`src/logic/shc_pkg.sv`:
```
// shared constants and types of the host port and pin/clock control
package shc_pkg;

	////////////////////////////////////////////////////////////////////////
	// register map
	localparam logic [7:0] ADDR_IO_CLOCK_CONTROL  = 8'h78;
	localparam logic [7:0] ADDR_GPIO   = 8'h79;
	localparam logic [7:0] ADDR_LOCK   = 8'h7f;
	localparam logic [7:0] UNLOCK_CODE = 8'ha6;
	localparam logic [7:0] IO_CLOCK_CONTROL_RESET = 8'h86;
	localparam logic [7:0] GPIO_RESET  = 8'h00;

	////////////////////////////////////////////////////////////////////////
	// io_clock_control field positions
	localparam int B_CLOCK_OUTPUT_ENABLE  = 7;
	localparam int B_CKSEL  = 5;
	localparam int B_SYSTEM_CLOCK_SOURCE_SELECT = 3;
	localparam int B_EXTERNAL_OSC_ENABLE = 2;
	localparam int B_INTERNAL_OSC_ENABLE = 1;
	localparam int B_STOP   = 0;

	// gpio_control field positions
	localparam int B_P1OE = 5;
	localparam int B_P0OE = 4;
	localparam int B_P1D  = 1;
	localparam int B_P0D  = 0;

	////////////////////////////////////////////////////////////////////////
	// serial instructions
	localparam logic [7:0] INS_READ   = 8'h23;
	localparam logic [7:0] INS_WRITE  = 8'h22;
	localparam logic [7:0] INS_MODIFY = 8'h25;

	// clock pulses driven out after the stop bit is set
	localparam logic [4:0] STOP_PULSES = 5'h10;

	////////////////////////////////////////////////////////////////////////
	// serial engine states, gray along instruction/address/data
	typedef enum logic [2:0] {
		SP_INSTR  = 3'b000,
		SP_ADDR   = 3'b001,
		SP_DATA   = 3'b011,
		SP_MASK   = 3'b010,
		SP_MODIFY = 3'b110,
		SP_DONE   = 3'b111,
		SP_IGNORE = 3'b101
	} shc_spi_t;

	// one register write toward the register space
	typedef struct packed {
		logic       en;
		logic [7:0] addr;
		logic [7:0] data;
	} shc_wr_t;

endpackage

```
`src/logic/shc_host_port.sv`:
```
// serial host port, register protection, gpio pins, clock output and stop control
// How it works
// - select pin high makes pin0 an active-low chip select, else gpio
// - serial port active when select high; i2c flagged when both selects low
// - pin0 and pin1 levels caught at reset release as i2c address bits
// - divider field picks system clock over 2, 4, 8 or 16
// - clock output off: divider ignored, pin1 run from gpio register
// - io control writes ignored unless locker was just given unlock code
// - any write to any address relocks protection
// - select, oscillator enables and stop bit writable only in can reset mode
// - select 1 picks external oscillator; switching only with both running
// - oscillator feeding system clock when a write arrives is never disabled by that write
// - stop bit drives 16 more clock pulses, then oscillators off
// - pin1 rests low during stop mode
// - wake restarts both oscillators whatever their enables were
// - serial or can wake ends stop; writing zero to stop does nothing
// - gpio enable 1 drives data bit, 0 latches pin into input bit
// - pin0 data only with select low, pin1 data only with clock output off
// - modes 0 and 3 only: sample on rising, shift on falling clock
// - msb first; first byte instruction, second byte address
// - read 0x23, write 0x22, bit modify 0x25
// - read shifts out addressed data, address plus one per byte
// - write stores each byte then advances the address
// - bit modify is four bytes on one register, no increment
// - bit modify changes only the masked bits
`timescale 1ns/10ps
module shc_host_port (
	input  wire logic            clk,
	input  wire logic            rst,
	input  wire logic            interfaceSelectPin,
	input  wire logic            interfaceSelectPinB,
	input  wire logic            serialClockIn,
	input  wire logic            serialDataIn,
	output logic                 serialDataOut,
	output logic                 serialDataOutEn,
	input  wire logic            serialChipSelectN,
	output logic                 pin0Out,
	output logic                 pin0OutEn,
	input  wire logic            clockoutPinIn,
	output logic                 clockoutPinOut,
	output logic                 clockoutPinOutEn,
	input  wire logic            canResetMode,
	input  wire logic            canWakeIn,
	input  wire logic            i2cWake,
	output logic                 hostSpiActive,
	output logic                 hostI2cActive,
	output logic [1:0]           i2cAddressLow,
	output logic                 systemClockSourceSelect,
	output logic                 externalOscRun,
	output logic                 internalOscRun,
	output logic                 stopMode,
	output shc_pkg::shc_wr_t     regWrite,
	output logic [7:0]           regReadAddr,
	input  wire logic [7:0]      regReadData
);
	import shc_pkg::*;

	////////////////////////////////////////////////////////////////////////
	// pin synchronisers; chip select idles high after reset
	logic [6:0] pinS;
	shc_sync #(.W(7), .RESET_VAL(7'h10)) u_sync (
		.clk (clk),
		.rst (rst),
		.d   ({canWakeIn, interfaceSelectPinB, serialChipSelectN, serialClockIn,
		       serialDataIn, clockoutPinIn, interfaceSelectPin}),
		.q   (pinS)
	);
	wire msel0S  = pinS[0];
	wire p1S     = pinS[1];
	wire siS     = pinS[2];
	wire sckS    = pinS[3];
	wire csS     = pinS[4];
	wire msel1S  = pinS[5];
	wire canWkS  = pinS[6];

	////////////////////////////////////////////////////////////////////////
	// state
	logic       sckD, csD;
	logic [2:0] bitCnt;
	logic [6:0] shiftIn;
	logic [7:0] instr, addr, mask, txShift;
	logic       loadPending, loadNow;
	shc_spi_t   state, next_state;
	logic       locked;
	logic       cko, system_clock_source_select, xEn, iEn, stopBit;
	logic [1:0] clock_output_divider;
	logic [4:0] pulseCnt;
	logic       p1Oe, p0Oe, p1Out, p0Out, p1In, p0In;
	logic [1:0] idCnt;
	logic       ckLevel, ckRise;
	logic       wrGo;
	logic [7:0] wrData;

	////////////////////////////////////////////////////////////////////////
	// edge detection on the synchronised serial pins
	wire sckRise   = sckS && !sckD;
	wire sckFall   = !sckS && sckD;
	wire csFall    = csD && !csS;
	wire spiOn     = msel0S;
	wire selActive = spiOn && !csS;
	wire byteDone  = selActive && sckRise && (bitCnt == 3'h7);
	wire [7:0] rxByte = {shiftIn, siS};
	wire isRead    = (instr == INS_READ);
	wire knownIns  = (rxByte == INS_READ) || (rxByte == INS_WRITE) || (rxByte == INS_MODIFY);

	////////////////////////////////////////////////////////////////////////
	// register views
	function automatic logic [7:0] pick(input logic [7:0] a, input logic [7:0] io,
	                                   input logic [7:0] gp, input logic [7:0] ext);
		logic [7:0] r;
		r = ext;
		if (a == ADDR_IO_CLOCK_CONTROL)
			r = io;
		else if (a == ADDR_GPIO)
			r = gp;
		else if (a == ADDR_LOCK)
			r = 8'h00;                                       // locker is write only
		return r;
	endfunction

	wire [7:0] ioView  = {cko, clock_output_divider, 1'b0, system_clock_source_select, xEn, iEn, stopBit};
	wire [7:0] gpRead  = {2'b00, p1Oe, p0Oe, 2'b00, p1In, p0In};
	wire [7:0] gpStore = {2'b00, p1Oe, p0Oe, 2'b00, p1Out, p0Out};
	wire [7:0] rdData  = pick(addr, ioView, gpRead, regReadData);
	// modify works on stored output bits, not on the sampled inputs
	wire [7:0] modBase = pick(addr, ioView, gpStore, regReadData);

	////////////////////////////////////////////////////////////////////////
	// serial engine next state and write generation
	always_comb begin
		next_state = state;
		wrGo       = 1'b0;
		wrData     = rxByte;
		if (byteDone) begin
			unique case (state)
				SP_INSTR: begin
					next_state = knownIns ? SP_ADDR : SP_IGNORE;
				end
				SP_ADDR: begin
					next_state = (instr == INS_MODIFY) ? SP_MASK : SP_DATA;
				end
				SP_DATA: begin
					wrGo = (instr == INS_WRITE);
				end
				SP_MASK: begin
					next_state = SP_MODIFY;
				end
				SP_MODIFY: begin
					next_state = SP_DONE;
					wrGo       = 1'b1;
					wrData     = (modBase & ~mask) | (rxByte & mask);
				end
				SP_DONE, SP_IGNORE: begin
					next_state = state;
				end
				default: begin
					next_state = SP_IGNORE;
				end
			endcase
		end
	end

	// deselect returns the engine to the instruction byte
	always_ff @(posedge clk or posedge rst) begin
		if (rst) begin
			state   <= SP_INSTR;
			bitCnt  <= 3'h0;
			shiftIn <= 7'h00;
			sckD    <= 1'b0;
			csD     <= 1'b1;
		end else begin
			sckD <= sckS;
			csD  <= csS;
			if (!selActive) begin
				state  <= SP_INSTR;
				bitCnt <= 3'h0;
			end else begin
				state <= next_state;
				if (sckRise) begin
					shiftIn <= rxByte[6:0];
					bitCnt  <= bitCnt + 3'h1;
				end
			end
		end
	end

	// instruction, address and mask capture; read data shifting
	always_ff @(posedge clk or posedge rst) begin
		if (rst) begin
			instr       <= 8'h00;
			addr        <= 8'h00;
			mask        <= 8'h00;
			loadPending <= 1'b0;
			loadNow     <= 1'b0;
			txShift     <= 8'h00;
		end else begin
			loadPending <= 1'b0;
			// outside read data follows regReadAddr, itself a clock behind addr
			loadNow     <= loadPending;
			if (byteDone && state == SP_INSTR)
				instr <= rxByte;
			if (byteDone && state == SP_ADDR) begin
				addr        <= rxByte;
				loadPending <= isRead;
			end
			if (byteDone && state == SP_DATA) begin
				addr        <= addr + 8'h01;
				loadPending <= isRead;
			end
			if (byteDone && state == SP_MASK)
				mask <= rxByte;
			if (loadNow)
				txShift <= rdData;
			else if (sckFall && state == SP_DATA && isRead)
				txShift <= {txShift[6:0], 1'b0};
		end
	end

	// output data changes on the falling serial clock only
	always_ff @(posedge clk or posedge rst) begin
		if (rst) begin
			serialDataOut   <= 1'b0;
			serialDataOutEn <= 1'b0;
			regWrite        <= '0;
			regReadAddr     <= 8'h00;
		end else begin
			if (selActive && sckFall && state == SP_DATA && isRead)
				serialDataOut <= txShift[7];
			serialDataOutEn <= selActive && state == SP_DATA && isRead;
			regWrite        <= '{en: wrGo, addr: addr, data: wrData};
			regReadAddr     <= addr;
		end
	end

	////////////////////////////////////////////////////////////////////////
	// protection and io control decode
	wire isIoWr   = regWrite.en && regWrite.addr == ADDR_IO_CLOCK_CONTROL;
	wire ioWrOk   = isIoWr && !locked;
	wire cfgOk    = ioWrOk && canResetMode;
	wire bothOn   = xEn && iEn;
	wire wakeEv   = stopBit && (canWkS || i2cWake || (spiOn && csFall));
	wire next_system_clock_source_select = (cfgOk && bothOn) ? regWrite.data[B_SYSTEM_CLOCK_SOURCE_SELECT] : system_clock_source_select;
	wire next_xEn = cfgOk ? (regWrite.data[B_EXTERNAL_OSC_ENABLE] || system_clock_source_select) : xEn;
	wire next_iEn = cfgOk ? (regWrite.data[B_INTERNAL_OSC_ENABLE] || !system_clock_source_select) : iEn;
	wire stopSet  = cfgOk && regWrite.data[B_STOP];

	// any write relocks; only the unlock code to the locker opens it
	always_ff @(posedge clk or posedge rst) begin
		if (rst)
			locked <= 1'b1;
		else if (regWrite.en)
			locked <= !(regWrite.addr == ADDR_LOCK && regWrite.data == UNLOCK_CODE);
	end

	// io control register, stop sequence and wake
	always_ff @(posedge clk or posedge rst) begin
		if (rst) begin
			cko      <= IO_CLOCK_CONTROL_RESET[B_CLOCK_OUTPUT_ENABLE];
			clock_output_divider   <= IO_CLOCK_CONTROL_RESET[B_CKSEL+:2];
			system_clock_source_select   <= IO_CLOCK_CONTROL_RESET[B_SYSTEM_CLOCK_SOURCE_SELECT];
			xEn      <= IO_CLOCK_CONTROL_RESET[B_EXTERNAL_OSC_ENABLE];
			iEn      <= IO_CLOCK_CONTROL_RESET[B_INTERNAL_OSC_ENABLE];
			stopBit  <= IO_CLOCK_CONTROL_RESET[B_STOP];
			stopMode <= 1'b0;
			pulseCnt <= 5'h00;
		end else begin
			if (ioWrOk) begin
				cko    <= regWrite.data[B_CLOCK_OUTPUT_ENABLE];
				clock_output_divider <= regWrite.data[B_CKSEL+:2];
			end
			system_clock_source_select <= next_system_clock_source_select;
			if (wakeEv) begin
				xEn      <= 1'b1;
				iEn      <= 1'b1;
				stopBit  <= 1'b0;
				stopMode <= 1'b0;
				pulseCnt <= 5'h00;
			end else begin
				xEn <= next_xEn;
				iEn <= next_iEn;
				if (stopSet)
					stopBit <= 1'b1;
				// last pulse runs to its falling edge, so no short pulse before the pin parks low
				if (stopBit && !stopMode && ckRise && pulseCnt != STOP_PULSES)
					pulseCnt <= pulseCnt + 5'h01;
				if (stopBit && !stopMode && pulseCnt == STOP_PULSES && !ckLevel)
					stopMode <= 1'b1;
			end
		end
	end

	// divider keeps running for the stop pulses even with the pin in gpio use
	shc_clock_divider u_div (
		.clk   (clk),
		.rst   (rst),
		.run   (!stopMode),
		.sel   (clock_output_divider),
		.level (ckLevel),
		.rise  (ckRise)
	);

	////////////////////////////////////////////////////////////////////////
	// gpio register and input latching
	always_ff @(posedge clk or posedge rst) begin
		if (rst) begin
			{p1Oe, p0Oe} <= {GPIO_RESET[B_P1OE], GPIO_RESET[B_P0OE]};
			{p1Out, p0Out} <= {GPIO_RESET[B_P1D], GPIO_RESET[B_P0D]};
			p1In <= 1'b0;
			p0In <= 1'b0;
		end else begin
			if (regWrite.en && regWrite.addr == ADDR_GPIO) begin
				p1Oe  <= regWrite.data[B_P1OE];
				p0Oe  <= regWrite.data[B_P0OE];
				p1Out <= regWrite.data[B_P1D];
				p0Out <= regWrite.data[B_P0D];
			end
			if (!p0Oe && !msel0S)
				p0In <= csS;
			if (!p1Oe && !cko)
				p1In <= p1S;
		end
	end

	////////////////////////////////////////////////////////////////////////
	// pin drivers and status outputs
	wire next_p0En  = !msel0S && p0Oe;
	wire next_p1En  = stopMode || cko || p1Oe;
	wire next_p1Out = stopMode ? 1'b0 : (cko ? ckLevel : p1Out);

	// address bits wait two clocks so the synchronisers hold real pin levels
	always_ff @(posedge clk or posedge rst) begin
		if (rst) begin
			pin0Out                 <= 1'b0;
			pin0OutEn               <= 1'b0;
			clockoutPinOut          <= 1'b0;
			clockoutPinOutEn        <= 1'b0;
			hostSpiActive           <= 1'b0;
			hostI2cActive           <= 1'b0;
			systemClockSourceSelect <= 1'b0;
			externalOscRun          <= 1'b0;
			internalOscRun          <= 1'b0;
			i2cAddressLow           <= 2'b00;
			idCnt                   <= 2'h0;
		end else begin
			pin0Out                 <= p0Out;
			pin0OutEn               <= next_p0En;
			clockoutPinOut          <= next_p1Out;
			clockoutPinOutEn        <= next_p1En;
			hostSpiActive           <= spiOn;
			hostI2cActive           <= !msel0S && !msel1S;
			systemClockSourceSelect <= system_clock_source_select;
			externalOscRun          <= xEn && !stopMode;
			internalOscRun          <= iEn && !stopMode;
			if (idCnt != 2'h3)
				idCnt <= idCnt + 2'h1;
			if (idCnt == 2'h2)
				i2cAddressLow <= {p1S, csS};
		end
	end

	////////////////////////////////////////////////////////////////////////
	// checks
	locked_io_a: assert property (@(posedge clk) disable iff (rst)
		isIoWr && locked |=> {cko, clock_output_divider} == $past({cko, clock_output_divider}))
		else $error("io control changed while locked");
	relock_any_a: assert property (@(posedge clk) disable iff (rst)
		regWrite.en && !(regWrite.addr == ADDR_LOCK && regWrite.data == UNLOCK_CODE) |=> locked)
		else $error("protection not relocked after a write");
	run_mode_a: assert property (@(posedge clk) disable iff (rst)
		isIoWr && !canResetMode && !wakeEv |=> $stable(system_clock_source_select) && $stable(xEn) && $stable(iEn))
		else $error("clock config changed outside reset mode");
	sel_osc_on_a: assert property (@(posedge clk) disable iff (rst)
		system_clock_source_select ? xEn : iEn)
		else $error("selected oscillator disabled");
	stop_pin_low_a: assert property (@(posedge clk) disable iff (rst)
		stopMode ##1 stopMode |-> !clockoutPinOut && clockoutPinOutEn)
		else $error("pin1 not low in stop mode");
	wake_restart_a: assert property (@(posedge clk) disable iff (rst)
		stopMode && wakeEv |=> xEn && iEn && !stopBit ##1 externalOscRun && internalOscRun)
		else $error("wake did not restart oscillators");
	zero_stop_a: assert property (@(posedge clk) disable iff (rst)
		stopBit && !wakeEv |=> stopBit)
		else $error("stop bit cleared without wake");
	stop_count_a: assert property (@(posedge clk) disable iff (rst)
		$rose(stopMode) |-> $past(pulseCnt) == STOP_PULSES)
		else $error("stop entered before sixteen pulses");
	cs_pin_a: assert property (@(posedge clk) disable iff (rst)
		msel0S |=> !pin0OutEn)
		else $error("pin0 driven while used as chip select");
	unknown_quiet_a: assert property (@(posedge clk) disable iff (rst)
		state == SP_IGNORE |=> !serialDataOutEn && !regWrite.en)
		else $error("activity after unknown instruction");

endmodule // shc_host_port

```
`src/logic/shc_sync.sv`:
```
// two flip-flop synchroniser for a bundle of pin levels
`timescale 1ns/10ps
module shc_sync #(
	parameter int          W         = 1,
	parameter logic [W-1:0] RESET_VAL = '0
) (
	input  wire logic         clk,
	input  wire logic         rst,
	input  wire logic [W-1:0] d,
	output logic      [W-1:0] q
);
	logic [W-1:0] meta;

	// first stage feeds only the second stage
	always_ff @(posedge clk or posedge rst) begin
		if (rst) begin
			meta <= RESET_VAL;
			q    <= RESET_VAL;
		end else begin
			meta <= d;
			q    <= meta;
		end
	end
endmodule // shc_sync

```
`src/logic/shc_clock_divider.sv`:
```
// clock output divider: half period of 1, 2, 4 or 8 system clocks
`timescale 1ns/10ps
module shc_clock_divider (
	input  wire logic       clk,
	input  wire logic       rst,
	input  wire logic       run,
	input  wire logic [1:0] sel,
	output logic            level,
	output logic            rise
);
	logic [2:0] count;
	wire  [2:0] lastCount = 3'((4'h1 << sel) - 4'h1);
	wire        flip      = run && (count >= lastCount);

	// output is registered, so the fastest setting toggles every clock
	always_ff @(posedge clk or posedge rst) begin
		if (rst) begin
			count <= 3'h0;
			level <= 1'b0;
			rise  <= 1'b0;
		end else begin
			count <= (!run || flip) ? 3'h0 : count + 3'h1;
			level <= run ? (level ^ flip) : 1'b0;
			rise  <= flip && !level;
		end
	end
endmodule // shc_clock_divider

```
`config.mk`:
```
export PLATFORM = sky130hd
export DESIGN_NAME = shc_host_port
export DESIGN_NICKNAME = d
export VERILOG_FILES = /design/src/logic/shc_pkg.sv /design/src/logic/shc_host_port.sv /design/src/logic/shc_sync.sv /design/src/logic/shc_clock_divider.sv
export SDC_FILE = /design/constraint.sdc
export NUM_CORES = 1
export LEC_CHECK = 0
export BUFFER_PORTS_ARGS = -buffer_cell sky130_fd_sc_hd__buf_2
export CAP_MARGIN = 20
export CORE_MARGIN = 4
export CORE_UTILIZATION = 53
export CTS_CLUSTER_DIAMETER = 120
export DETAILED_ROUTE_END_ITERATION = 12
export GPL_ROUTABILITY_DRIVEN = 0
export PLACE_DENSITY = 0.82
export REMOVE_ABC_BUFFERS = 1
export SLEW_MARGIN = 30
export SYNTH_ARGS = -nofsm -noshare
export SYNTH_HDL_FRONTEND = slang
export SYNTH_SLANG_ARGS = --single-unit
```
`constraint.sdc`:
```
create_clock -name clk -period 4.5 [get_ports clk]
set_input_delay 0.9 -clock clk [delete_from_list [all_inputs] [get_ports clk]]
set_output_delay 0.9 -clock clk [all_outputs]
set_load 0.03 [all_outputs]
```
== Word level (Yosys, flattened, before mapping) ==
Cells that the tools add are included.

* Mux-type cells: 36
* Shift-type cells: 1
* Reduce and logical (&&, ||, !) cells: 72
* $lt $le $gt $ge: 1
* Add/subtract/negate cells: 6
* Bitwise operators: 5
* Equality and inequality tests: 27

{| class="wikitable"
|+ Operator list
! kind !! number
|-
| two-way mux 8 bit || 11
|-
| equality test 8 x 6 -> 1 bit, second input constant || 6
|-
| equality test 8 x 7 -> 1 bit, second input constant || 6
|-
| logical AND 1 bit || 40
|-
| two-way mux 3 bit || 6
|-
| bitwise AND 8 bit || 2
|-
| two-way mux 1 bit || 15
|-
| one-hot mux 3 bit (5 select lines) || 1
|-
| logical NOT 1 bit || 13
|-
| equality test 3 bit, second input constant || 4
|-
| nonzero test 2 bit || 6
|-
| two-way mux 5 bit || 2
|-
| logical OR 1 bit || 9
|-
| adder 8 x 1 -> 8 bit, second input constant || 1
|-
| equality test 8 bit, second input constant || 1
|-
| NOT 8 bit || 1
|-
| OR 8 bit || 1
|-
| adder 3 x 1 -> 3 bit, second input constant || 2
|-
| equality test 3 x 2 -> 1 bit, second input constant || 2
|-
| != test 2 bit, second input constant || 3
|-
| adder 5 x 1 -> 5 bit, second input constant || 1
|-
| equality test 5 bit, second input constant || 1
|-
| != test 5 bit, second input constant || 1
|-
| AND reduction 2 bit || 2
|-
| 11 further kinds || 11
|}

* Flip-flop bits (word level): 120
* Word-level logic and storage cells: 195
* Bits of input ports: 19

== Logic depth before layout (Yosys ltp) ==
* Depth after elaboration: 8
* Depth in mapped cells: 8

== Hierarchy ==
A second synthesis with hierarchy kept.

* Cells, all modules: 456
* Area, all modules: 5325.1 um^2

{| class="wikitable"
|+ By module, submodules not included
! module !! times used !! area an instance (um^2) !! sequential area each (um^2) !! cells an instance
|-
| shc_host_port || 1 || 4673.2 || 2533.7 || 413
|-
| shc_sync || 1 || 356.6 || 352.8 || 15
|-
| shc_clock_divider || 1 || 295.3 || 125.1 || 28
|}

== Worst setup path before layout ==
OpenSTA, ideal clock, no wires.

* Kind: reg2reg
* Start: register clock_output_divider[1]
* End: register u_div.level
* Clock period less this slack: 1870 ps
* Path buffers: 0
* Required time: 4371 ps
* Data arrival time: 1741 ps
* Slack: 2630 ps
* Stages on the path, launching flop included: 9
* Cell sequence: dfrtp_1 -> or2_2 -> ha_1 -> nand2b_1 -> a21o_1 -> a21oi_1 -> nor2_1 -> ha_1 -> nor2_1

* Longest elaborated chain between the ends: 6

{| class="wikitable"
|+ RTL lines
! item !! RTL line !! text
|-
| start: declaration || shc_host_port.sv:86 || <nowiki>logic [1:0] clock_output_divider;</nowiki>
|-
| start signal: assignment || shc_host_port.sv:259 || <nowiki>clock_output_divider <= IO_CLOCK_CONTROL_RESET[B_CKSEL+:2];</nowiki>
|-
| start signal: assignment || shc_host_port.sv:269 || <nowiki>clock_output_divider <= regWrite.data[B_CKSEL+:2];</nowiki>
|-
| left shift 1 x 2 -> 3 bit || shc_clock_divider.sv:12 || <nowiki>wire [2:0] lastCount = 3'((4'h1 << sel) - 4'h1);</nowiki>
|-
| subtractor 3 x 1 -> 3 bit || shc_clock_divider.sv:12 ||
|-
| >= comparator 3 bit || shc_clock_divider.sv:13 || <nowiki>wire flip = run && (count >= lastCount);</nowiki>
|-
| logical AND 1 bit || shc_clock_divider.sv:13 ||
|-
| bitwise XOR 1 bit || shc_clock_divider.sv:23 || <nowiki>level <= run ? (level ^ flip) : 1'b0;</nowiki>
|-
| two-way mux 1 bit || shc_clock_divider.sv:23 ||
|-
| end signal: assignment || shc_clock_divider.sv:23 ||
|-
| end: declaration || shc_clock_divider.sv:8 || <nowiki>output logic level,</nowiki>
|}

Every way passes these cells.
A chain may end at the register's enable or synchronous reset.

== Worst setup path in the final report ==
* Start: register state[1]
* End: register serialDataOut

* Longest elaborated chain between the ends: 3

{| class="wikitable"
|+ RTL lines
! item !! RTL line !! text
|-
| start: declaration || shc_host_port.sv:83 || <nowiki>shc_spi_t state, next_state;</nowiki>
|-
| start signal: assignment || shc_host_port.sv:178 || <nowiki>state <= next_state;</nowiki>
|-
| equality test 3 x 2 -> 1 bit || shc_host_port.sv:227 || <nowiki>if (selActive && sckFall && state == SP_DATA && isRead)</nowiki>
|-
| logical AND 1 bit (2 in series) || shc_host_port.sv:227 ||
|-
| end signal: assignment || shc_host_port.sv:228 || <nowiki>serialDataOut <= txShift[7];</nowiki>
|-
| end: declaration || shc_host_port.sv:34 || <nowiki>output logic serialDataOut,</nowiki>
|}

Every way passes these cells.

==> results by group <==
Synth
  – Top cells by count, synth: dfrtp_1, nor2_1, mux2_2
  – Cells after Synth: ~440
  – Largest area contributor in the netlist: dfrtp_1
  – Top_reg_cell synth: dfrtp_1
  – Area of the mapped netlist: 5220 µm²
  – Sequential-to-total area share from yosys stat: between 50 and 60%
  – Post-synth ARST share: 100%
  – Synthesized area per cell: 12.0 µm²
  – Seq cells post-synth: 120
  – Yosys top cell area share: 54.1%
  – Synth unique cells: 60
  – YS warnings: 0
  – Synth area leaders: dfrtp_1, mux2_2, dfstp_2, ha_1, mux2i_1
  – Cell with the most instances after synthesis: dfrtp_1
  – Post-synth EDFFs: 0

Clocking
  – # clock sinks: 120
  – Setup Buffers After CTS: 0
  – CTS tree: yes
  – Clock-pin slew on the worst setup and hold paths: 60 ps
  – Root Buffer: clkbuf_8
  – Hold-fix buffers, CTS: 0
  – TritonCTS buffer count: 17
  – Post-CTS resize count: 0
  – H-tree levels: 4
  – Worst-Skew Late Latency: approximately 510 ps
  – CTS max path bufs: 2

Place
  – Port Buffers: 57
  – Detail Placement HPWL: 7.77 mm

Worst setup path
  – Crit path kind: reg2reg
  – CP top delay family: simple AND/OR/NAND/NOR gates
  – Buffers plus inverters on the worst setup path: 0
  – CP required: 4900 ps
  – Critical Path Max Stage Delay: about 930 ps
  – Critical Path Fanout Max: 30
  – CP max stage cell: dfrtp_1
  – CP cell instances: nand4b_1 > nor4b_4 > nand2_1 > mux2_1
  – Critical path endpoint category: flip-flop
  – Arrival @ worst endpoint: 2900 ps
  – Startpoint Class: flip-flop

Floorplan
  – # rows: 35
  – I/O pins: 58
  – Die area: 11500 µm²
  – Die width: between 100 and 150 µm
  – Initial core utilization: 55.5%
  – Core Region: 9420 µm²
  – Die Y: 107 µm

STA
  – Final setup violation count: 0
  – Post-Route Setup TNS: 0 ps
  – Final min period: 2500 ps
  – Clk_skew: 7.90 ps
  – Fin crit share: between 50% and 60%
  – Worst slew margin: ~40%
  – Hold_ws: 347 ps
  – Worst-margin pin slew: 892 ps
  – RSZ-0062 raised after global routing: no
  – Hold Fails Final Rpt: 0
  – Slew Viols, Final: 0
  – FMAX: around 400 MHz

Pwr
  – Power Dens Cells: 452 nW/µm²
  – Worst VDD drop: 256 µV
  – Total leakage power: 0.00292 µW

Run status
  – Outcome: complete, no violations

Finish
  – Filler cells: 679
  – Ant. Diodes: 0
  – Sequential cell area: 3010 µm²
  – Area of the multi-input gates: just over 2000 µm²
  – Final net count: 523
  – Layout cells sized above 1: between 20% and 30%
  – Area Growth Syn to Fin: 18.8%

Drt
  – Final WL: 11.4 mm
  – Wire per inst: 18.0 µm
  – Detail Route Antenna Nets: 0
  – Residual DRC: 0
  – Initial detailed-routing violation count: 306
  – Via Count: 3646
  – Pre-antenna DRT Iters: 6
  – Vias per std cell: between 5 and 6

GRT
  – Number of global-route vias before repair: 3699
  – Largest net degree at the start of global routing: 78
  – Tot GR Track Use: 20.9%
  – Total grt overflow: 0
  – Initial antenna violation count: 0
  – First-pass GRT wire length: 18.3 mm

Min path
  – Worst hold path type: reg2reg

Run
  – Max Cap Violations: 0
[cell type report]
cell class	instances	share of cell area (%)
flip-flops and latches	120	48.5
multi-input cells	277	32.5
clock buffers	18	6.90
repair buffers	59	4.84
clock inverters	14	3.59
well taps	129	2.60
inverters	15	0.988
[metal layers]
metal	global-route usage (%)	up-vias	wire length, µm
met3	5.04	35	691
li1	-	1667	-
met2	33.6	148	5620
met4	11.3	0	339
met5	0	-	0
met1	26.0	1796	4710
[worst paths after layout]
path | startpoint | end | slack [ps] | depth (start not counted)
max reg2reg | state[1] | serialDataOut | 2000 | 4
min in group asynchronous | rst | pin0Out | 510 | 2
max | state[1] | serialDataOut | 2000 | 4
min reg2reg | loadPending | loadNow | 350 | 0
max in group asynchronous | rst | u_sync.meta[4] | 3180 | 3
min | loadPending | loadNow | 350 | 0
[cells by family (layout without fill, tap and decap cells)]
group,Yosys count,count (layout),share of synthesized area [%]
AO/OA/AOI/OAI,73,73,8.70
XOR/XNOR,7,7,1.17
adder cells (fa/ha/maj),14,14,3.35
buffers and inverters,40,106,3.95
flip-flops,120,120,57.7
multiplexers,52,52,10.8
AND/OR/NAND/NOR,131,131,14.4
[through the flow]
| step | utilization [%] | cell area (µm²) | total power, µW | cells | worst slack (ps) |
|---|---|---|---|---|---|
| 2_1_floorplan | - | 5070 | 1270 | 412 | 426 |
| 3_3_place_gp | 58.9 | 5540 | 1340 | 600 | 1810 |
| 3_5_place_dp | 59.0 | 5550 | 1350 | 600 | 2030 |
| 4_1_cts | 65.9 | 6200 | 2820 | 632 | 2030 |
| 5_1_grt | 65.9 | 6200 | 2890 | 632 | 1830 |
| 6_report | 65.9 | 6200 | 2800 | 632 | 2000 |
[state kept, by name (all words and copies together), names as in the netlist, 2 cells and up]
name / count
regReadAddr: 8
mask: 8
clock_output_divider: 2
state: 3
shiftIn: 7
u_sync.meta: 7
instr: 8
bitCnt: 3
u_div.count: 3
u_sync.q: 7
i2cAddressLow: 2
pulseCnt: 5
idCnt: 2
addr: 8
regWrite: 9
txShift: 8
[power breakdown]
| group | internal (µW) | switching, µW | leakage, µW | total, µW |
|---|---|---|---|---|
| clock network | 974 | 492 | 0.000312 | 1470 |
| logic | 54.2 | 100 | 0.00108 | 155 |
| registers | 1120 | 60.7 | 0.00153 | 1180 |
| total | 2150 | 653 | 0.00292 | 2800 |
[cells in the final DEF, fill, tap and decap left out, drive strengths merged, types with 6 or more instances in the layout]
master and count:
dfrtp 113, buf 59, nor2 38, mux2 35, a21oi 22, o21ai 21
nand2 21, clkbuf 18, mux2i 17, inv 16, ha 14, nand3 12
o31ai 8, nor3 8, dfstp 7, nor2b 6, clkinv 6
Power figures use the tool's default switching activity.
